`src/hdl/adcs_consts.svh`:
```
// register map, field positions and reset values of the adc sequencer
`ifndef ADCS_CONSTS_SVH
`define ADCS_CONSTS_SVH
// byte offsets on the register bus
`define ADCS_OFF_CTL3      6'h00
`define ADCS_OFF_CTL4      6'h04
`define ADCS_OFF_CTL5      6'h08
`define ADCS_OFF_CTL2      6'h0C
`define ADCS_OFF_STAT      6'h10
`define ADCS_OFF_TEST      6'h14
`define ADCS_RES_BIT       5
// control three fields
`define ADCS_C3_SHORT      3
`define ADCS_C3_FIFO       2
`define ADCS_C3_FRZ_HI     1
`define ADCS_C3_FRZ_LO     0
// control four fields
`define ADCS_C4_RESOLUTION_SEL      7
`define ADCS_C4_SMP_HI     6
`define ADCS_C4_SMP_LO     5
`define ADCS_C4_PRS_HI     4
`define ADCS_C4_PRS_LO     0
// control five fields
`define ADCS_C5_LONG       6
`define ADCS_C5_SCAN       5
`define ADCS_C5_MULTI_CHANNEL_SEL       4
`define ADCS_C5_SPECIAL    3
`define ADCS_C5_CHAN_HI    2
// control two fields
`define ADCS_C2_FAST_FLAG_CLEAR       1
`define ADCS_C2_IRQEN      0
// status fields
`define ADCS_ST_IRQF       16
`define ADCS_ST_SCF        15
`define ADCS_ST_CNT_LO     8
// reset values
`define ADCS_RST_CTL3      4'h0
`define ADCS_RST_CTL4      8'h01
`define ADCS_RST_CTL5      8'h00
`define ADCS_RST_CTL2      2'h0
// sequencing constants
`define ADCS_SMP_BASE      5'h02
`define ADCS_LEN_LONG      4'h8
`define ADCS_LEN_SHORT     4'h1
`define ADCS_LEN_NORM      4'h4
`define ADCS_FRZ_FINISH    2'h2
`define ADCS_FRZ_HOLD      2'h3
`endif

```
`src/hdl/adcs_pkg.sv`:
```
// types shared by the adc sequencer
package adcs_pkg;
   // sequencer states
   typedef enum logic [1:0] {
      ST_IDLE,
      ST_SAMPLE,
      ST_CONVERT
   } adcs_state_t;

   // request to the analog sample-and-hold and conversion machine
   typedef struct packed {
      logic       go;       // one-cycle start of a conversion
      logic       resolution_sel;    // 1: 10-bit, 0: 8-bit conversion
      logic       special;  // special channel conversion
      logic [2:0] chan;     // channel code
   } adcs_conv_t;
endpackage
```
`src/hdl/adcs_ctrl.sv`:
```
// adc sequence controller with avalon-mm register slave
//
// Behaviour
// - ordering bit zero maps results by position
// - fifo ordering keeps pointer across sequences
// - pointer wraps from last to first register
// - pointer cleared on reset, test bit, non-fifo ends
// - status shows pointer as conversion counter
// - per-register done flags show valid results
// - freeze field selects debug response
// - leaving debug resumes without restart
// - control four/five write aborts sequence
// - control four/five write starts, clears flags
// - resolution bit picks 8 or 10 bits
// - sample bits give 2,4,8,16 converter clocks
// - bus clock divided by prescale+1, then 2
// - prescale field resets to one
// - length bits give 4, 1 or 8
// - non-fifo uses registers from zero upward
// - single mode runs once, flags, idles
// - continuous mode flags and restarts immediately
// - fast clear or status-then-result clears flag
// - sequence irq flag pends until serviced
// - multi-channel increments wrapping channel code
`timescale 1ns/1ps
`include "adcs_consts.svh"

module adcs_ctrl #(
   parameter int NRES = 8,
   parameter int DW   = 10
) (
   // clock and reset
   input  wire logic                CLK_SYS,
   input  wire logic                RSTN,
   // avalon-mm slave
   input  wire logic [5:0]          AVS_ADDRESS,
   input  wire logic                AVS_READ,
   input  wire logic                AVS_WRITE,
   input  wire logic [31:0]         AVS_WRITEDATA,
   input  wire logic [3:0]          AVS_BYTEENABLE,
   output logic      [31:0]         AVS_READDATA,
   output logic                     AVS_WAITREQUEST,
   // analog conversion machine
   output adcs_pkg::adcs_conv_t     CONV_REQ,
   output logic                     SAMPLE_PHASE,
   output logic                     CONV_FREEZE,
   output logic                     ADC_TICK,
   input  wire logic                CONV_DONE,
   input  wire logic [DW-1:0]       CONV_DATA,
   // debug pin and interrupt
   input  wire logic                DEBUG_MODE,
   output logic                     SEQ_IRQ
);

   localparam int PW = $clog2(NRES);

   // elaboration check: eight results, ten-bit data
   if (NRES != 8 || DW != 10) begin : g_bad_param
      $error("adcs_ctrl supports NRES=8 and DW=10 only");
   end

   //------------------------------------------------------------
   // declarations
   //------------------------------------------------------------
   logic [3:0]          ctl3_q;
   logic [7:0]          ctl4_q;
   logic [7:0]          ctl5_q;
   logic [1:0]          ctl2_q;
   logic                test_q;
   logic                ack_q;
   logic                acc;
   logic                wr_en;
   logic                start;
   logic [31:0]         rd_d;
   logic                dbg_m_q;
   logic                dbg_q;
   logic [4:0]          pre_cnt_q;
   logic                half_q;
   logic                adc_tick;
   logic                pre_tick;
   adcs_pkg::adcs_state_t st_q;
   logic [4:0]          smp_cnt_q;
   logic [4:0]          smp_len;
   logic [3:0]          seq_len;
   logic [2:0]          seq_idx_q;
   logic [PW-1:0]       ptr_q;
   logic [2:0]          chan_q;
   logic                hold;
   logic                store;
   logic                last;
   logic [15:0]         res_q [NRES];
   logic [15:0]         res_fmt;
   logic [NRES-1:0]     ccf_q;
   logic [NRES-1:0]     armed_q;
   logic [NRES-1:0]     ccf_clr;
   logic                res_hit;
   logic [PW-1:0]       res_idx;
   logic                scf_q;
   logic                irqf_q;
   logic [1:0]          frz;
   logic                fifo;

   //------------------------------------------------------------
   // avalon slave: one wait state, effects on the accepting edge
   //------------------------------------------------------------
   assign AVS_WAITREQUEST = (AVS_READ | AVS_WRITE) & ~ack_q;
   assign acc     = (AVS_READ | AVS_WRITE) & ack_q;
   assign wr_en   = acc & AVS_WRITE & AVS_BYTEENABLE[0];
   assign res_hit = acc & AVS_ADDRESS[`ADCS_RES_BIT];
   assign res_idx = AVS_ADDRESS[PW+1:2];
   assign start   = wr_en & ((AVS_ADDRESS == `ADCS_OFF_CTL4) |
                             (AVS_ADDRESS == `ADCS_OFF_CTL5));

   // acknowledge toggles once per request
   always_ff @(posedge CLK_SYS or negedge RSTN) begin
      if (!RSTN) begin
         ack_q <= 1'b0;
      end else begin
         ack_q <= (AVS_READ | AVS_WRITE) & ~ack_q;
      end
   end

   // read multiplexer, sampled in the wait cycle
   always_comb begin
      rd_d = 32'h0000_0000;
      if (AVS_ADDRESS[`ADCS_RES_BIT]) begin
         rd_d[15:0] = res_q[res_idx];
      end else begin
         case (AVS_ADDRESS)
            `ADCS_OFF_CTL3: rd_d[3:0] = ctl3_q;
            `ADCS_OFF_CTL4: rd_d[7:0] = ctl4_q;
            `ADCS_OFF_CTL5: rd_d[7:0] = ctl5_q;
            `ADCS_OFF_CTL2: rd_d[1:0] = ctl2_q;
            `ADCS_OFF_TEST: rd_d[0]   = test_q;
            `ADCS_OFF_STAT: begin
               rd_d[NRES-1:0]                  = ccf_q;
               rd_d[`ADCS_ST_CNT_LO+:PW]       = ptr_q;
               rd_d[`ADCS_ST_SCF]              = scf_q;
               rd_d[`ADCS_ST_IRQF]             = irqf_q;
            end
            default: rd_d = 32'h0000_0000;
         endcase
      end
   end

   // read data register
   always_ff @(posedge CLK_SYS or negedge RSTN) begin
      if (!RSTN) begin
         AVS_READDATA <= 32'h0000_0000;
      end else if (AVS_READ & ~ack_q) begin
         AVS_READDATA <= rd_d;
      end
   end

   //------------------------------------------------------------
   // control registers
   //------------------------------------------------------------
   always_ff @(posedge CLK_SYS or negedge RSTN) begin
      if (!RSTN) begin
         ctl3_q <= `ADCS_RST_CTL3;
         ctl4_q <= `ADCS_RST_CTL4;
         ctl5_q <= `ADCS_RST_CTL5;
         ctl2_q <= `ADCS_RST_CTL2;
         test_q <= 1'b0;
      end else if (wr_en) begin
         case (AVS_ADDRESS)
            `ADCS_OFF_CTL3: ctl3_q <= AVS_WRITEDATA[3:0];
            `ADCS_OFF_CTL4: ctl4_q <= AVS_WRITEDATA[7:0];
            `ADCS_OFF_CTL5: ctl5_q <= AVS_WRITEDATA[7:0];
            `ADCS_OFF_CTL2: ctl2_q <= AVS_WRITEDATA[1:0];
            `ADCS_OFF_TEST: test_q <= AVS_WRITEDATA[0];
            default: ;
         endcase
      end
   end

   assign frz  = ctl3_q[`ADCS_C3_FRZ_HI:`ADCS_C3_FRZ_LO];
   assign fifo = ctl3_q[`ADCS_C3_FIFO];

   //------------------------------------------------------------
   // debug pin synchroniser
   //------------------------------------------------------------
   always_ff @(posedge CLK_SYS or negedge RSTN) begin
      if (!RSTN) begin
         dbg_m_q <= 1'b0;
         dbg_q   <= 1'b0;
      end else begin
         dbg_m_q <= DEBUG_MODE;
         dbg_q   <= dbg_m_q;
      end
   end

   // freeze: 00 and 01 run on, 10 at a conversion boundary, 11 at once
   assign hold = dbg_q & ((frz == `ADCS_FRZ_HOLD) |
                 ((frz == `ADCS_FRZ_FINISH) & (st_q == adcs_pkg::ST_SAMPLE)
                  & (smp_cnt_q == 5'h00)));
   assign CONV_FREEZE = hold;

   //------------------------------------------------------------
   // prescaler: modulus counter then divide by two, as enables
   //------------------------------------------------------------
   assign pre_tick = (pre_cnt_q == ctl4_q[`ADCS_C4_PRS_HI:`ADCS_C4_PRS_LO]);
   assign adc_tick = pre_tick & half_q & ~hold;
   assign ADC_TICK = adc_tick;

   // counter stops while frozen so the phase resumes unchanged
   always_ff @(posedge CLK_SYS or negedge RSTN) begin
      if (!RSTN) begin
         pre_cnt_q <= 5'h00;
         half_q    <= 1'b0;
      end else if (!hold) begin
         pre_cnt_q <= pre_tick ? 5'h00 : pre_cnt_q + 5'h01;
         if (pre_tick) begin
            half_q <= ~half_q;
         end
      end
   end

   //------------------------------------------------------------
   // sequence parameters
   //------------------------------------------------------------
   assign smp_len = `ADCS_SMP_BASE <<
                    ctl4_q[`ADCS_C4_SMP_HI:`ADCS_C4_SMP_LO];
   assign seq_len = ctl5_q[`ADCS_C5_LONG]  ? `ADCS_LEN_LONG :
                    ctl3_q[`ADCS_C3_SHORT] ? `ADCS_LEN_SHORT :
                    `ADCS_LEN_NORM;
   assign store   = (st_q == adcs_pkg::ST_CONVERT) & CONV_DONE & ~start;
   assign last    = ({1'b0, seq_idx_q} == seq_len - 4'h1);

   // result format: left justified, 8-bit keeps the upper bits
   assign res_fmt = ctl4_q[`ADCS_C4_RESOLUTION_SEL] ? {CONV_DATA, 6'h00} :
                    {CONV_DATA[DW-1:DW-8], 8'h00};

   //------------------------------------------------------------
   // sequencer state
   //------------------------------------------------------------
   always_ff @(posedge CLK_SYS or negedge RSTN) begin
      if (!RSTN) begin
         st_q      <= adcs_pkg::ST_IDLE;
         smp_cnt_q <= 5'h00;
         seq_idx_q <= 3'h0;
         chan_q    <= 3'h0;
      end else if (test_q) begin
         st_q      <= adcs_pkg::ST_IDLE;
         smp_cnt_q <= 5'h00;
         seq_idx_q <= 3'h0;
      end else if (start) begin
         st_q      <= adcs_pkg::ST_SAMPLE;
         smp_cnt_q <= 5'h00;
         seq_idx_q <= 3'h0;
         chan_q    <= AVS_ADDRESS == `ADCS_OFF_CTL5 ?
                      AVS_WRITEDATA[`ADCS_C5_CHAN_HI:0] :
                      ctl5_q[`ADCS_C5_CHAN_HI:0];
      end else begin
         case (st_q)
            adcs_pkg::ST_SAMPLE: begin
               if (adc_tick) begin
                  if (smp_cnt_q == smp_len - 5'h01) begin
                     st_q      <= adcs_pkg::ST_CONVERT;
                     smp_cnt_q <= 5'h00;
                  end else begin
                     smp_cnt_q <= smp_cnt_q + 5'h01;
                  end
               end
            end
            adcs_pkg::ST_CONVERT: begin
               if (CONV_DONE) begin
                  if (ctl5_q[`ADCS_C5_MULTI_CHANNEL_SEL]) begin
                     chan_q <= chan_q + 3'h1;
                  end
                  if (!last) begin
                     seq_idx_q <= seq_idx_q + 3'h1;
                     st_q      <= adcs_pkg::ST_SAMPLE;
                  end else begin
                     seq_idx_q <= 3'h0;
                     chan_q    <= ctl5_q[`ADCS_C5_CHAN_HI:0];
                     st_q      <= ctl5_q[`ADCS_C5_SCAN] ?
                                  adcs_pkg::ST_SAMPLE :
                                  adcs_pkg::ST_IDLE;
                  end
               end
            end
            adcs_pkg::ST_IDLE: ;
            default: st_q <= adcs_pkg::ST_IDLE;
         endcase
      end
   end

   // result pointer: cleared on non-fifo start and end, wraps in fifo
   always_ff @(posedge CLK_SYS or negedge RSTN) begin
      if (!RSTN) begin
         ptr_q <= '0;
      end else if (test_q) begin
         ptr_q <= '0;
      end else if (start && !fifo) begin
         ptr_q <= '0;
      end else if (store) begin
         if (last && !fifo) begin
            ptr_q <= '0;
         end else begin
            ptr_q <= ptr_q + PW'(1);
         end
      end
   end

   // result storage indexed by the pointer
   always_ff @(posedge CLK_SYS or negedge RSTN) begin
      if (!RSTN) begin
         for (int i = 0; i < NRES; i++) begin
            res_q[i] <= 16'h0000;
         end
      end else if (store) begin
         res_q[ptr_q] <= res_fmt;
      end
   end

   //------------------------------------------------------------
   // flags: conversion done, sequence done, interrupt
   //------------------------------------------------------------
   always_comb begin
      ccf_clr = '0;
      if (res_hit && (ctl2_q[`ADCS_C2_FAST_FLAG_CLEAR] ||
                      (AVS_READ && armed_q[res_idx]))) begin
         ccf_clr[res_idx] = ccf_q[res_idx];
      end
   end

   // set wins over clear; start clears all
   always_ff @(posedge CLK_SYS or negedge RSTN) begin
      if (!RSTN) begin
         ccf_q   <= '0;
         armed_q <= '0;
      end else if (start) begin
         ccf_q   <= '0;
         armed_q <= '0;
      end else begin
         ccf_q   <= (ccf_q & ~ccf_clr) |
                    (store ? NRES'(1) << ptr_q : '0);
         armed_q <= (armed_q & ~ccf_clr) |
                    (acc && AVS_READ &&
                     AVS_ADDRESS == `ADCS_OFF_STAT ? ccf_q : '0);
      end
   end

   // sequence done and its interrupt request
   always_ff @(posedge CLK_SYS or negedge RSTN) begin
      if (!RSTN) begin
         scf_q  <= 1'b0;
         irqf_q <= 1'b0;
      end else if (start) begin
         scf_q  <= 1'b0;
         irqf_q <= 1'b0;
      end else if (store && last) begin
         scf_q  <= 1'b1;
         irqf_q <= irqf_q | ctl2_q[`ADCS_C2_IRQEN];
      end else begin
         if (res_hit && AVS_READ && ctl2_q[`ADCS_C2_FAST_FLAG_CLEAR]) begin
            scf_q <= 1'b0;
         end
         if (|ccf_clr) begin
            irqf_q <= 1'b0;
         end
      end
   end

   assign SEQ_IRQ = irqf_q;

   //------------------------------------------------------------
   // conversion request to the analog machine
   //------------------------------------------------------------
   always_ff @(posedge CLK_SYS or negedge RSTN) begin
      if (!RSTN) begin
         CONV_REQ     <= '0;
         SAMPLE_PHASE <= 1'b0;
      end else begin
         CONV_REQ.go      <= (st_q == adcs_pkg::ST_SAMPLE) & adc_tick &
                             (smp_cnt_q == smp_len - 5'h01) & ~start &
                             ~test_q;
         CONV_REQ.resolution_sel   <= ctl4_q[`ADCS_C4_RESOLUTION_SEL];
         CONV_REQ.special <= ctl5_q[`ADCS_C5_SPECIAL];
         CONV_REQ.chan    <= chan_q;
         SAMPLE_PHASE     <= (st_q == adcs_pkg::ST_SAMPLE);
      end
   end

   //------------------------------------------------------------
   // assertions
   //------------------------------------------------------------
   a_start_clears: assert property (@(posedge CLK_SYS) disable iff (!RSTN)
      start && !test_q |=> ccf_q == '0 && !scf_q
      && st_q == adcs_pkg::ST_SAMPLE)
      else $error("start did not clear flags");

   a_fifo_keeps_ptr: assert property (@(posedge CLK_SYS) disable iff (!RSTN)
      start && fifo && !test_q |=> ptr_q == $past(ptr_q))
      else $error("fifo start moved pointer");

   a_ptr_wraps: assert property (@(posedge CLK_SYS) disable iff (!RSTN)
      store && fifo && !test_q && ptr_q == PW'(NRES - 1)
      |=> ptr_q == '0)
      else $error("pointer did not wrap");

   a_ptr_clear: assert property (@(posedge CLK_SYS) disable iff (!RSTN)
      (start && !fifo) || test_q |=> ptr_q == '0)
      else $error("pointer not cleared");

   a_result_map: assert property (@(posedge CLK_SYS) disable iff (!RSTN)
      store && !test_q |=> res_q[$past(ptr_q)] == $past(res_fmt)
      && ccf_q[$past(ptr_q)])
      else $error("result not stored at pointer");

   a_status_count: assert property (@(posedge CLK_SYS) disable iff (!RSTN)
      AVS_READ && !ack_q && AVS_ADDRESS == `ADCS_OFF_STAT
      |=> AVS_READDATA[`ADCS_ST_CNT_LO+:PW] == $past(ptr_q))
      else $error("status counter wrong");

   a_freeze_hold: assert property (@(posedge CLK_SYS) disable iff (!RSTN)
      hold && st_q == adcs_pkg::ST_SAMPLE && !start && !test_q
      |=> $stable(smp_cnt_q) && $stable(pre_cnt_q))
      else $error("frozen sequencer advanced");

   a_single_idle: assert property (@(posedge CLK_SYS) disable iff (!RSTN)
      store && last && !ctl5_q[`ADCS_C5_SCAN] && !test_q
      |=> st_q == adcs_pkg::ST_IDLE && scf_q)
      else $error("single sequence did not idle");

   a_scan_restart: assert property (@(posedge CLK_SYS) disable iff (!RSTN)
      store && last && ctl5_q[`ADCS_C5_SCAN] && !test_q
      |=> st_q == adcs_pkg::ST_SAMPLE && seq_idx_q == 3'h0)
      else $error("scan did not restart");

   a_sample_len: assert property (@(posedge CLK_SYS) disable iff (!RSTN)
      st_q == adcs_pkg::ST_SAMPLE && adc_tick && !start && !test_q
      && smp_cnt_q == smp_len - 5'h01
      |=> st_q == adcs_pkg::ST_CONVERT ##0 CONV_REQ.go)
      else $error("final sample length wrong");

   a_irq_pends: assert property (@(posedge CLK_SYS) disable iff (!RSTN)
      irqf_q && !start && ccf_clr == '0 |=> irqf_q)
      else $error("irq flag dropped early");

   a_prescale_wrap: assert property (@(posedge CLK_SYS) disable iff (!RSTN)
      pre_tick && !hold |=> pre_cnt_q == 5'h00
      && half_q != $past(half_q))
      else $error("prescaler modulus wrong");

endmodule // adcs_ctrl

```
`config.mk`:
```
export PLATFORM = sky130hd
export DESIGN_NAME = adcs_ctrl
export DESIGN_NICKNAME = d
export VERILOG_FILES = /design/src/hdl/adcs_pkg.sv /design/src/hdl/adcs_ctrl.sv
export VERILOG_INCLUDE_DIRS = /design/src /design/src/hdl
export SDC_FILE = /design/constraint.sdc
export NUM_CORES = 1
export LEC_CHECK = 0
export BUFFER_PORTS_ARGS = -buffer_cell sky130_fd_sc_hd__buf_2
export CAP_MARGIN = 40
export CELL_PAD_IN_SITES_DETAIL_PLACEMENT = 0
export CELL_PAD_IN_SITES_GLOBAL_PLACEMENT = 1
export CORE_MARGIN = 2
export CORE_UTILIZATION = 30
export DETAILED_ROUTE_END_ITERATION = 6
export PLACE_DENSITY_LB_ADDON = 0.08
export SLEW_MARGIN = 15
export SYNTH_ARGS = -nofsm -noshare
export SYNTH_HDL_FRONTEND = slang
export SYNTH_SLANG_ARGS = --single-unit
export TNS_END_PERCENT = 20
```
`constraint.sdc`:
```
create_clock -name CLK_SYS -period 3.7 [get_ports CLK_SYS]
set_clock_uncertainty 0.1 [all_clocks]
set_input_delay 0.185 -clock CLK_SYS [delete_from_list [all_inputs] [get_ports CLK_SYS]]
set_output_delay 0.185 -clock CLK_SYS [all_outputs]
set_load 0.1 [all_outputs]
```
* Word level (Yosys, flattened, before mapping) *
Index checks and enable logic that the tools add are counted.

storage, ports and cells
  output and inout bits = 43
  word-level logic and storage cells = 198
  flip-flop bits (word level) = 233
  input bits = 58

operators by class
  bitwise logic cells = 35
  mux-type cells = 63
  $lt $le $gt $ge = 5
  add/sub/neg operators = 7
  equal/unequal tests = 16
  reduce and logical (&&, ||, !) cells = 37
  shifts and indexed selects = 2

operators with widths
  operator                                                   number
  bitwise mux 128 bit                                        1
  2-to-1 mux 16 bit                                          4
  2-to-1 mux 3 bit                                           17
  binary-select mux 16 bit (select 3 bit)                    1
  demux 16 bit (select 3 bit)                                1
  2-to-1 mux 8 bit                                           6
  2-to-1 mux 5 bit                                           6
  AND 8 bit                                                  3
  nonzero test 3 bit                                         8
  AND 1 bit                                                  18
  OR 8 bit                                                   2
  AND reduction 2 bit                                        8
  == test 6 x 4 -> 1 bit (second input constant)             2
  == test 6 x 5 -> 1 bit (second input constant)             2
  2-to-1 mux 1 bit                                           12
  2-to-1 mux 2 bit                                           6
  case mux 4 bit (3 select lines)                            1
  logical AND 1 bit                                          11
  adder 5 x 1 -> 5 bit (second input constant)               2
  == test 5 bit                                              2
  adder 3 x 1 -> 3 bit (second input constant)               3
  greater-or-equal comparator 4 bit (second input constant)  2
  != test 4 bit (second input constant)                      2
  NOT 3 -> 4 bit                                             2
  other kinds (31)                                           43

* Longest topological paths before layout *
Gate-level depths: netlist of the first run.

  word-level depth = 11
  gate-level depth with buffers = 8
  depth with buffers taken out = 7

* Worst setup path before layout of the first run *
OpenSTA, ideal clock, no wires.

  path kind = register to register
  start point = register smp_cnt_q[0]
  end point = register pre_cnt_q[0]
  buffers on the path = 0
  data required time = 3.470 ns
  slack = 1.203 ns
  setup time = 0.130 ns
  data arrival time = 2.267 ns
  stages on the path, launching flop included = 7
  period minus slack after synthesis = 2.497 ns
  cells stage by stage = dfrtp_1 inv_1 ha_1 a31oi_1 or2_2 clkinv_1 mux2_2

on the way
  longest elaborated chain between the ends = 4

RTL lines
  element                 line              source
  start, declared         adcs_ctrl.sv:82   logic [4:0] smp_cnt_q;
  start signal, assigned  adcs_ctrl.sv:262  smp_cnt_q <= smp_cnt_q + 5'h01;
  zero test 5 bit         adcs_ctrl.sv:196  & (smp_cnt_q == 5'h00)));
  AND 1 bit               adcs_ctrl.sv:195  ((frz == `ADCS_FRZ_FINISH) & (st_q == adcs_pkg::ST_SAMPLE)
  OR 1 bit                adcs_ctrl.sv:194  assign hold = dbg_q & ((frz == `ADCS_FRZ_HOLD) |
  AND 1 bit               adcs_ctrl.sv:194
  via CONV_FREEZE         adcs_ctrl.sv:46   output logic CONV_FREEZE,
  end signal, assigned    adcs_ctrl.sv:212  pre_cnt_q <= pre_tick ? 5'h00 : pre_cnt_q + 5'h01;
  end, declared           adcs_ctrl.sv:77   logic [4:0] pre_cnt_q;

The timed path passes the listed nets, and every way through them passes these cells.
A chain may end at the register's enable or synchronous reset.

* Worst setup path after layout of the first run *
  start point = register st_q[1]
  end point = output CONV_FREEZE

on the way
  longest elaborated chain between the ends = 5

RTL lines
  element                 line              source
  start, declared         adcs_ctrl.sv:81   adcs_pkg::adcs_state_t st_q;
  start signal, assigned  adcs_ctrl.sv:239  st_q <= adcs_pkg::ST_IDLE;
  start signal, assigned  adcs_ctrl.sv:244  st_q <= adcs_pkg::ST_IDLE;
  start signal, assigned  adcs_ctrl.sv:248  st_q <= adcs_pkg::ST_SAMPLE;
  == test 2 x 1 -> 1 bit  adcs_ctrl.sv:195
  AND 1 bit (2 in a row)  adcs_ctrl.sv:195
  OR 1 bit                adcs_ctrl.sv:194
  AND 1 bit               adcs_ctrl.sv:194
  end, declared           adcs_ctrl.sv:46

Every way passes these cells.

==> impl_metrics.json, run 1 <==
{
  "rsz0062_at_grt": "no",
  "p_int_uw": 3090,
  "synth_xor_area_share_pct": 0.943,
  "cts_tree": "done",
  "synth_seq_cells": 170,
  "synth_warnings": 0,
  "cts.sinks": 170,
  "rrSetupSlack_ns": 1.28,
  "hpwl_um": 16800,
  "nNetsFinal": 849,
  "wl_per_cell_um": 20.6,
  "place_congestion": 0.782,
  "maxSlewViolCount": 0,
  "hold_path_end": "ack_q",
  "num_rows": 61,
  "clkPwrFrac_pct": 39.2,
  "worstMarginPinSlew_ns": 0.813,
  "required_ns": 3.41,
  "period_share_pct": 72.5,
  "dp.cells": 1119,
  "cp_max_fo": 8,
  "synthesis.area_um2": 8360,
  "drive_above_1_share_pct": 33.2,
  "maxCapViolCount": 0,
  "synth_mux_area_share_pct": 21.6,
  "r2r_end": "res_q[79]",
  "hold_path.class": "in -> reg",
  "synth-compound-area-share_pct": 9.45,
  "synth_edf_count": 0,
  "p_sw_uw": 1470,
  "via_count": 5833,
  "synth_area_leader_cell": "dfrtp_1",
  "async_flop_share_pct": 100,
  "ys_types": 64,
  "total_power_uw": 4560,
  "dieArea_um2": 29200,
  "detail_route.iter0.violations": 346,
  "grt_pass1_vias": 6121,
  "slew_headroom_pct": 45.8,
  "htreeDepth": 4,
  "powerDensity_nw_per_um2": 461,
  "drc_errors": 0,
  "post-route-util_pct": 35.8,
  "grt_pass1_wl_um": 37600,
  "sw_frac_of_total_pct": 32.2,
  "rr_worst_depth": 5,
  "period_needed_ns": 2.68,
  "slowest_delay_ns": 0.45,
  "synth_top_area_share_pct": 50.6,
  "start_util_pct": 30.3,
  "overflow": 0,
  "die_y_um": 171,
  "max_freq_ghz": 0.373,
  "stdcell_count": 1172,
  "status": "finished clean",
  "final_hold_viol_count": 0,
  "root_buffer": "clkbuf_16",
  "cts_setup_buffers": 0,
  "drt-pass1-iter-count": 4,
  "numCtsBuffers": 17,
  "routed_wl_um": 24100,
  "drtAntennaViolNets": 0,
  "area_growth_pct": 18.4,
  "synthTopCellsByArea": "dfrtp_1 51%, mux2_2 14%, mux4_2 6.5%, nand2_1 3.4%, o21ai_0 2.0%",
  "synthAdderAreaFrac_pct": 1.65,
  "min_path_cells": 3,
  "synth_top_family_by_area": "multiplexers",
  "grt_usage_pct": 17.4,
  "cts_resized": 0,
  "vias_per_cell": 4.98,
  "crit_type": "reg -> out",
  "syn_avg_cell_area_um2": 12.0,
  "fill_cells": 2772,
  "cp-end-kind": "primary output",
  "insertion_delay_ns": 0.43,
  "startpoint_type": "flop",
  "die_w_um": 171,
  "postSynthCellCount": 695,
  "clk_pin_slew_ns": 0.07,
  "irDropWorstVdd_uv": 268,
  "ctsLongestPathBuffers": 2,
  "static-leakage-power_uw": 0.00461,
  "io_pins": 101,
  "synth_ff_type": "dfrtp_1",
  "crit_arrival_ns": 2.40,
  "finalSetupViolCount": 0,
  "min-delay-start": "AVS_WRITE",
  "tns_ns": 0,
  "slowest_stage": "buf_2",
  "path_cells": "nor2b_1, a31oi_1, or2_2, clkinv_1, buf_2",
  "portBuffers": 58,
  "grt_max_degree": 69,
  "synth-simple-area-share_pct": 11.7,
  "core_area_um2": 27600,
  "antenna_found_initial": 0,
  "reg2reg_from": "ack_q",
  "pwr-share-seq_pct": 45.2,
  "combPwrFrac_pct": 15.6,
  "cp_top_family": "simple AND/OR/NAND/NOR gates",
  "crit_buf_inv": 2,
  "seq_area_frac_synth_pct": 50.9
}
## sequential cells by signal, summed over array words and instances, names as in the netlist, 5 cells and up
| signal | flops |
|---|---|
| res_q | 80 |
| AVS_READDATA | 17 |
| armed_q | 8 |
| ccf_q | 8 |
| ctl4_q | 8 |
| ctl5_q | 8 |
| CONV_REQ | 6 |
| pre_cnt_q | 5 |
| smp_cnt_q | 5 |
## placed cells by master, fill, tap and decap left out, types with 7 or more instances in the layout
| master | n |
|---|---|
| o21ai_0 | 33 |
| nor3_1 | 9 |
| mux4_2 | 24 |
| a31oi_1 | 9 |
| buf_2 | 57 |
| nor2_1 | 19 |
| dfrtp_1 | 169 |
| inv_1 | 11 |
| clkbuf_16 | 17 |
| nand3_1 | 13 |
| ha_1 | 11 |
| nand2_1 | 76 |
| mux2i_1 | 12 |
| and3_1 | 9 |
| buf_4 | 24 |
| dlygate4sd3_1 | 19 |
| conb_1 | 15 |
| a21oi_1 | 29 |
| xor2_1 | 7 |
| mux2_2 | 102 |
| a22oi_1 | 8 |
## through the flow
step                setup WS (ns)  hold slack, ns  cell area (µm²)
detailed placement          0.773           0.162             9100
CTS                         0.992          0.0400             9880
floorplan                    1.20          -0.211             8410
global placement            0.760           0.161             9100
global route                0.809          0.0608             9890
finish                       1.02          0.0537             9890
## cell type report
class	count	area, µm²	area share [%]
tap	378	473	4.78
sequential	170	4260	43.0
clock inverter	14	151	1.53
antenna	1	2.50	0.0253
timing repair buffer	102	672	6.79
clock buffer	18	439	4.44
inverter	12	45.0	0.455
multi-input combinational	477	3850	39.0
## tightest hold or removal path: stages
cell and delay (ns):
buf_2 0.13, nor2_1 0.11, nor2_1 0.10
## kinds of logic after synthesis
kind of cell / count (synthesis)
and+or+nand+nor: 182
AOI/OAI and AO/OA: 122
other: 1
muxes: 138
xor gates and xnor gates: 9
buffers and inverters: 62
adders and majority gates: 11
DFF: 170
## cells in the mapped netlist, drive strengths merged (5+ instances only)
| master | number |
|---|---|
| nand2 | 78 |
| a311oi | 6 |
| nor2 | 19 |
| nor3 | 13 |
| xor2 | 7 |
| nand3 | 17 |
| a211oi | 6 |
| buf | 30 |
| a21oi | 29 |
| ha | 11 |
| clkbuf | 20 |
| and3 | 9 |
| a31oi | 9 |
| inv | 11 |
| nand3b | 5 |
| a22oi | 8 |
| o21ai | 34 |
| mux2 | 102 |
| mux2i | 12 |
| dfrtp | 169 |
| or3 | 5 |
| mux4 | 24 |
## power groups by stage
stage | Combinational (µW) | Sequential [µW] | Clock [µW]
floorplan | 462 | 2120 | 0
global placement | 686 | 2090 | 0
detailed placement | 699 | 2100 | 0
CTS | 717 | 2060 | 1850
global route | 789 | 2080 | 1920
finish | 711 | 2060 | 1790
## metal layers
| metal | GRT usage (%) | routed length, µm | vias to the layer above | part of all wire [%] |
|---|---|---|---|---|
| met5 | 0 | 0 | - | 0 |
| met4 | 3.83 | 247 | 0 | 1.0 |
| met3 | 3.26 | 738 | 14 | 3.1 |
| met2 | 29.6 | 12100 | 93 | 50 |
| met1 | 22.9 | 11100 | 3022 | 46 |
| li1 | - | - | 2704 | - |
## worst max path at each step
| stage | startpoint | to | slack, ns | cells past startpoint |
|---|---|---|---|---|
| after CTS | st_q[1] | CONV_FREEZE | 0.99 | 5 |
| final | st_q[1] | CONV_FREEZE | 1.02 | 5 |
| after global routing | ctl4_q[4] | ADC_TICK | 0.81 | 5 |
| after floorplan | smp_cnt_q[0] | pre_cnt_q[0] | 1.20 | 6 |
| after detailed placement | AVS_ADDRESS[3] | ccf_q[0] | 0.77 | 7 |
| after global placement | AVS_ADDRESS[3] | armed_q[0] | 0.76 | 7 |
## what timing repair did
| action | CTS | global route |
|---|---|---|
| setup endpoints to repair | 0 | 0 |
| endpoints found under the hold margin | 145 | 0 |
| hold buffers | 19 | 0 |
Power figures use the tool's default switching activity.
==> run 2, diff against run 1 <==
ABC_AREA = 1   (was not set)
clock period = 2.7 ns   (was 3.7 ns; I/O delays follow)
==> run 2 against run 1 <==
Register-to-register slack worse by 0.89 ns. Via count is 16% higher. Utilization is 0.17 points higher. Synthesized area is 3.0% lower. Power is 34% higher. Die area is 3.0% lower. First-iteration DRC count is 11% higher. Sequential power is 32% higher. Non-clock buffer count is 6 higher. The run now ends with hold timing left. Cell area is 2.8% lower. Global-route usage is 1.4 points higher. Largest cell class unchanged.
==> impl_metrics.json, run 2 <==
{
  "crit_path_frequent_cell": "nand2_1",
  "cp-end-kind": "primary output",
  "rsz0062_at_grt": "no",
  "insertion_delay_ns": 0.45,
  "rrSetupSlack_ns": 0.39,
  "rr_worst_depth": 9,
  "powerDensity_nw_per_um2": 634,
  "path_cells": "xnor2_1, nand2_1, nor4_1, nand2_1, nor2_2, clkbuf_4",
  "tns_ns": 0,
  "post-route-util_pct": 36.0,
  "max_freq_ghz": 0.404,
  "layout.cells.most_common": "nand2_1",
  "pwr-share-seq_pct": 44.6,
  "startpoint_type": "flop",
  "slowest_delay_ns": 0.57,
  "synthTopCellsByCount": "302 x nand2_1, 169 x dfrtp_1, 123 x o21ai_0, 63 x inv_1, 49 x nor2_1",
  "required_ns": 2.47,
  "synth_seq_cells": 170,
  "maxSlewViolCount": 0,
  "p_sw_uw": 1940,
  "routed_wl_um": 25700,
  "vias_per_cell": 4.80,
  "violations": "hold timing",
  "holdWs_ns": -0.00672,
  "drt-pass1-iter-count": 5,
  "grt_max_degree": 59,
  "cts_setup_buffers": 0,
  "synth_edf_count": 0,
  "io_pins": 101,
  "cts.sinks": 170,
  "min_path_cells": 3,
  "overflow": 0,
  "start_util_pct": 30.3,
  "synth_ff_type": "dfrtp_1",
  "place_area_um2": 8820,
  "hold_path.class": "in -> reg",
  "dieArea_um2": 28300,
  "static-leakage-power_uw": 0.00450,
  "drc_errors": 0,
  "postSynthCellCount": 968,
  "ys_types": 48,
  "period_needed_ns": 2.48,
  "slowest_stage": "dfstp_2",
  "regMostFlops": "res_q",
  "maxCapViolCount": 0,
  "hpwl_um": 17600,
  "post-synth-top-count-cell": "nand2_1",
  "num_rows": 60,
  "combPwrFrac_pct": 14.4,
  "drtAntennaViolNets": 0,
  "async_flop_share_pct": 100,
  "p_int_uw": 4150,
  "synth_area_leader_cell": "dfrtp_1",
  "cts_tree": "done",
  "crit_type": "reg -> out",
  "top_regs": "res_q x80, AVS_READDATA x17",
  "area_growth_pct": 18.6,
  "place_congestion": 0.765,
  "die_y_um": 168,
  "period_share_pct": 91.7,
  "wl_per_cell_um": 18.3,
  "clk_pin_slew_ns": 0.07,
  "total_power_uw": 6100,
  "slew_headroom_pct": 58.4,
  "ctsLongestPathBuffers": 2,
  "clkPwrFrac_pct": 41.1,
  "cp_max_fo": 5,
  "root_buffer": "clkbuf_16",
  "layout_common_cells": "302 x nand2_1, 169 x dfrtp_1, 123 x o21ai_0",
  "via_count": 6757,
  "antenna_cells": 0,
  "grt_usage_pct": 18.7,
  "sw_frac_of_total_pct": 31.9,
  "detail_route.iter0.violations": 385,
  "grt_pass1_wl_um": 40300,
  "status": "finished, violations left",
  "grt_pass1_vias": 6706,
  "synthTopCellsByArea": "dfrtp_1 52%, nand2_1 14%, o21ai_0 7.6%, inv_1 2.9%, nand3_1 2.9%",
  "portBuffers": 58,
  "fill_cells": 2871,
  "antenna_found_initial": 0,
  "seq_area_frac_synth_pct": 52.5,
  "syn_avg_cell_area_um2": 8.37,
  "worstMarginPinSlew_ns": 0.620,
  "largest_register_ffs": 80,
  "htreeDepth": 4,
  "nNetsFinal": 1122,
  "core_area_um2": 26700,
  "drive_above_1_share_pct": 13.1,
  "synthesis.area_um2": 8100,
  "die_w_um": 168,
  "finalSetupViolCount": 0,
  "final_hold_viol_count": 1,
  "crit_arrival_ns": 2.24,
  "synth_warnings": 0,
  "irDropWorstVdd_uv": 343,
  "numCtsBuffers": 17,
  "synth_top_area_share_pct": 52.2,
  "fin_area_um2": 9610
}
==> run 2: changes by cell type after synthesis, sizes merged, moves of 11 or more <==
cell / delta
a22oi: +11
inv: +58
mux2: -102
mux2i: -12
mux4: -24
nand2: +229
nand3: +30
nand4: +14
nor2: +34
o21ai: +95
==> run 2: power groups by stage <==
stage	registers [µW]	logic, µW	clock network [µW]
3_5_place_dp	2770	866	0
6_report	2720	876	2500
3_3_place_gp	2770	863	0
4_1_cts	2720	889	2570
2_1_floorplan	2900	479	0
5_1_grt	2730	965	2670
==> run 2: cell families after synthesis <==
kind of cell	synth area share (%)
AO/OA/AOI/OAI	14.9
XOR/XNOR	1.08
adder cells (fa/ha/maj)	1.70
buffers and inverters	7.15
flip-flops	52.5
other	0.0463
AND/OR/NAND/NOR	22.6
==> run 2: worst paths after layout <==
path,start,to
min,AVS_WRITEDATA[1],ctl4_q[1]
min in group asynchronous,RSTN,armed_q[3]
max reg2reg,ack_q,res_q[62]
max in group asynchronous,RSTN,ctl4_q[0]
min reg2reg,dbg_m_q,dbg_q
max,ctl4_q[0],ADC_TICK
==> run 2: through the flow <==
step / std cells / hold WS, ns / worst slack (ns)
final: 1407 / -0.00672 / 0.224
after global routing: 1407 / 0.0309 / 0.0509
after CTS: 1407 / 0.00868 / 0.101
after detailed placement: 1354 / -0.00447 / 0.316
after global placement: 1354 / -0.00233 / 0.322
after floorplan: 982 / -0.261 / 0.0282
==> run 2: critical path: cells and delay by family, from the launching register on <==
family | cells | cell delay, ns
xor+xnor | 1 | 0.12
buf+inv | 1 | 0.38
flops | 1 | 0.57
simple gates | 4 | 0.74
==> run 2: timing repair <==
item,CTS,global route
hold buffers,21,0
endpoints found under the setup margin,0,1
hold endpoints to repair,223,0
resized for setup,0,1
==> run 2: layer usage <==
layer / vias to the layer above / global-route usage [%] / routed length, µm
met3: 17 / 2.54 / 543
met2: 102 / 31.3 / 12300
li1: 3357 / - / -
met5: - / 0 / 0
met4: 0 / 4.95 / 290
met1: 3281 / 25.5 / 12500
==> run 2: layout make-up <==
cell class	count	area (µm²)	share of cell area, %
multi-input combinational	685	3330	34.6
clock inverter	14	154	1.60
tap	341	427	4.44
timing repair buffer	108	752	7.82
inverter	71	269	2.80
sequential	170	4260	44.3
clock buffer	18	429	4.46
==> run 3, diff against run 2 <==
clock period = 2.06 ns   (was 2.7 ns; I/O delays follow)
==> run 3 against run 2 <==
Final cell count is 2.3% higher. Sequential cell count unchanged. Clock power increased by 30%. Setup slack got worse by 0.23 ns. Combinational power is 46% higher. Non-clock buffer count up 32. The flow finishes with violations (setup timing). Power rose by 33%. Largest cell class unchanged. Global-route usage is essentially flat. Utilization up 1.3 points. Die area unchanged. Critical endpoint unchanged.
==> impl_metrics.json, run 3 (same netlist as run 2, synthesis figures left out) <==
{
  "pwr-share-seq_pct": 44.0,
  "period_needed_ns": 2.07,
  "wl_per_cell_um": 17.7,
  "seq_area_um2": 4260,
  "place_congestion": 0.782,
  "period_share_pct": 100,
  "powerDensity_nw_per_um2": 811,
  "via_count": 6838,
  "maxSlewViolCount": 0,
  "area_growth_pct": 23.0,
  "violations": "setup timing",
  "root_buffer": "clkbuf_16",
  "grt_usage_pct": 18.7,
  "dieArea_um2": 28300,
  "layout.cells.most_common": "nand2_1",
  "routed_wl_um": 25500,
  "hpwl_um": 17900,
  "path_cells": "xnor2_2, nand2_1, nor4_2, nand2_1, nor2_4, buf_12",
  "rsz0062_at_grt": "yes",
  "top_regs": "res_q x80, AVS_READDATA x17",
  "startpoint_type": "flop",
  "fin_area_um2": 9970,
  "p_int_uw": 5470,
  "crit_path_frequent_cell": "nand2_1",
  "place_area_um2": 9090,
  "drc_errors": 0,
  "worst_slack_ns": -0.00554,
  "clkPwrFrac_pct": 40.1,
  "fill_cells": 2776,
  "die_w_um": 168,
  "overflow": 0,
  "drtAntennaViolNets": 0,
  "pre_cts_slack_ns": 0.0763,
  "maxCapViolCount": 0,
  "cts.sinks": 170,
  "io_pins": 101,
  "clk_pin_slew_ns": 0.07,
  "insertion_delay_ns": 0.44,
  "combPwrFrac_pct": 15.9,
  "die_y_um": 168,
  "numCtsBuffers": 17,
  "crit_arrival_ns": 1.86,
  "grt_pass1_wl_um": 40300,
  "sw_frac_of_total_pct": 32.4,
  "detail_route.iter0.violations": 445,
  "htreeDepth": 4,
  "cts_tree": "done",
  "static-leakage-power_uw": 0.00470,
  "grt_pass1_vias": 6873,
  "slowest_delay_ns": 0.58,
  "cp_max_fo": 3,
  "irDropWorstVdd_uv": 496,
  "core_area_um2": 26700,
  "layout_common_cells": "301 x nand2_1, 169 x dfrtp_1, 123 x o21ai_0",
  "cp_top_family": "flip-flops",
  "finalSetupViolCount": 1,
  "max_freq_ghz": 0.484,
  "multi_input_area_um2": 3370,
  "regMostFlops": "res_q",
  "portBuffers": 58,
  "status": "finished, violations left",
  "nNetsFinal": 1155,
  "ctsLongestPathBuffers": 2,
  "p_sw_uw": 2620,
  "largest_register_ffs": 80,
  "slowest_stage": "dfstp_2",
  "antenna_found_initial": 0,
  "grt_max_degree": 45,
  "num_rows": 60,
  "vias_per_cell": 4.75,
  "cp-end-kind": "primary output",
  "drt-pass1-iter-count": 5,
  "drive_above_1_share_pct": 16.3,
  "start_util_pct": 30.3,
  "crit_buf_inv": 1,
  "crit_type": "reg -> out",
  "final_hold_viol_count": 0,
  "hold_path.class": "in -> reg",
  "antenna_cells": 0,
  "required_ns": 1.86
}
run 3: path summary, 6_finish.rpt:
kind / slack (ns) / from / cells past startpoint / end
setup / recovery: -0.006 / ctl4_q[0] / 6 / ADC_TICK
hold / removal: 0.03 / CONV_DATA[0] / 3 / res_q[54]
setup reg to reg: 0.19 / ack_q / 9 / ptr_q[1]
hold reg to reg: 0.25 / dbg_m_q / 0 / dbg_q
max in group asynchronous: 1.20 / RSTN / 3 / seq_idx_q[0]
min in group asynchronous: 0.06 / RSTN / 2 / armed_q[2]
run 3: per-stage QoR:
step / setup TNS (ns) / hold slack (ns) / instances / power [µW] / utilization [%]
4_1_cts: -0.0712 / 0.0155 / 1439 / 8180 / 37.2
3_5_place_dp: 0 / -0.0465 / 1381 / 4840 / 34.0
5_1_grt: -0.231 / 0.0619 / 1440 / 8460 / 37.3
3_3_place_gp: 0 / -0.0435 / 1381 / 4850 / 34.0
6_report: -0.00554 / 0.0297 / 1440 / 8090 / 37.3
2_1_floorplan: -0.338 / -0.293 / 982 / 4450 / -
run 3: worst register-to-register path, cell delays in order (launching register included):
cell and delay (ns):
dfrtp_1 0.38, nand3_1 0.15, inv_1 0.14, nand2_2 0.12, nand2_4 0.10, inv_4 0.18, nand2_4 0.10, inv_2 0.21
nand3_1 0.14, o22ai_1 0.18
run 3: layer usage:
layer | track usage (%) | up-vias | routed length, µm
met5 | 0 | - | 0
li1 | - | 3416 | -
met2 | 30.7 | 90 | 12200
met4 | 4.72 | 0 | 313
met3 | 2.66 | 17 | 546
met1 | 26.0 | 3315 | 12500
run 3: timing repair:
item                                    4_1_cts  5_1_grt
gates resized for setup                       0        9
pin swaps                                     2        2
endpoints found under the setup margin        2       84
endpoints found under the hold margin       259        0
gates cloned                                  0        1
hold buffers                                 23        0
setup buffers                                 3        0
run 3: final cells by class:
type | count | area share, %
tap | 341 | 4.28
clock buffer | 18 | 4.41
sequential | 170 | 42.7
inverter | 71 | 2.70
timing repair buffer | 140 | 10.6
multi-input combinational | 686 | 33.8
clock inverter | 14 | 1.44
run 3: power groups by stage:
stage	sequential, µW	combinational, µW	clock [µW]
after floorplan	3800	654	0
after detailed placement	3620	1220	0
final	3560	1280	3240
after global routing	3580	1400	3490
after global placement	3630	1220	0
after CTS	3560	1290	3330
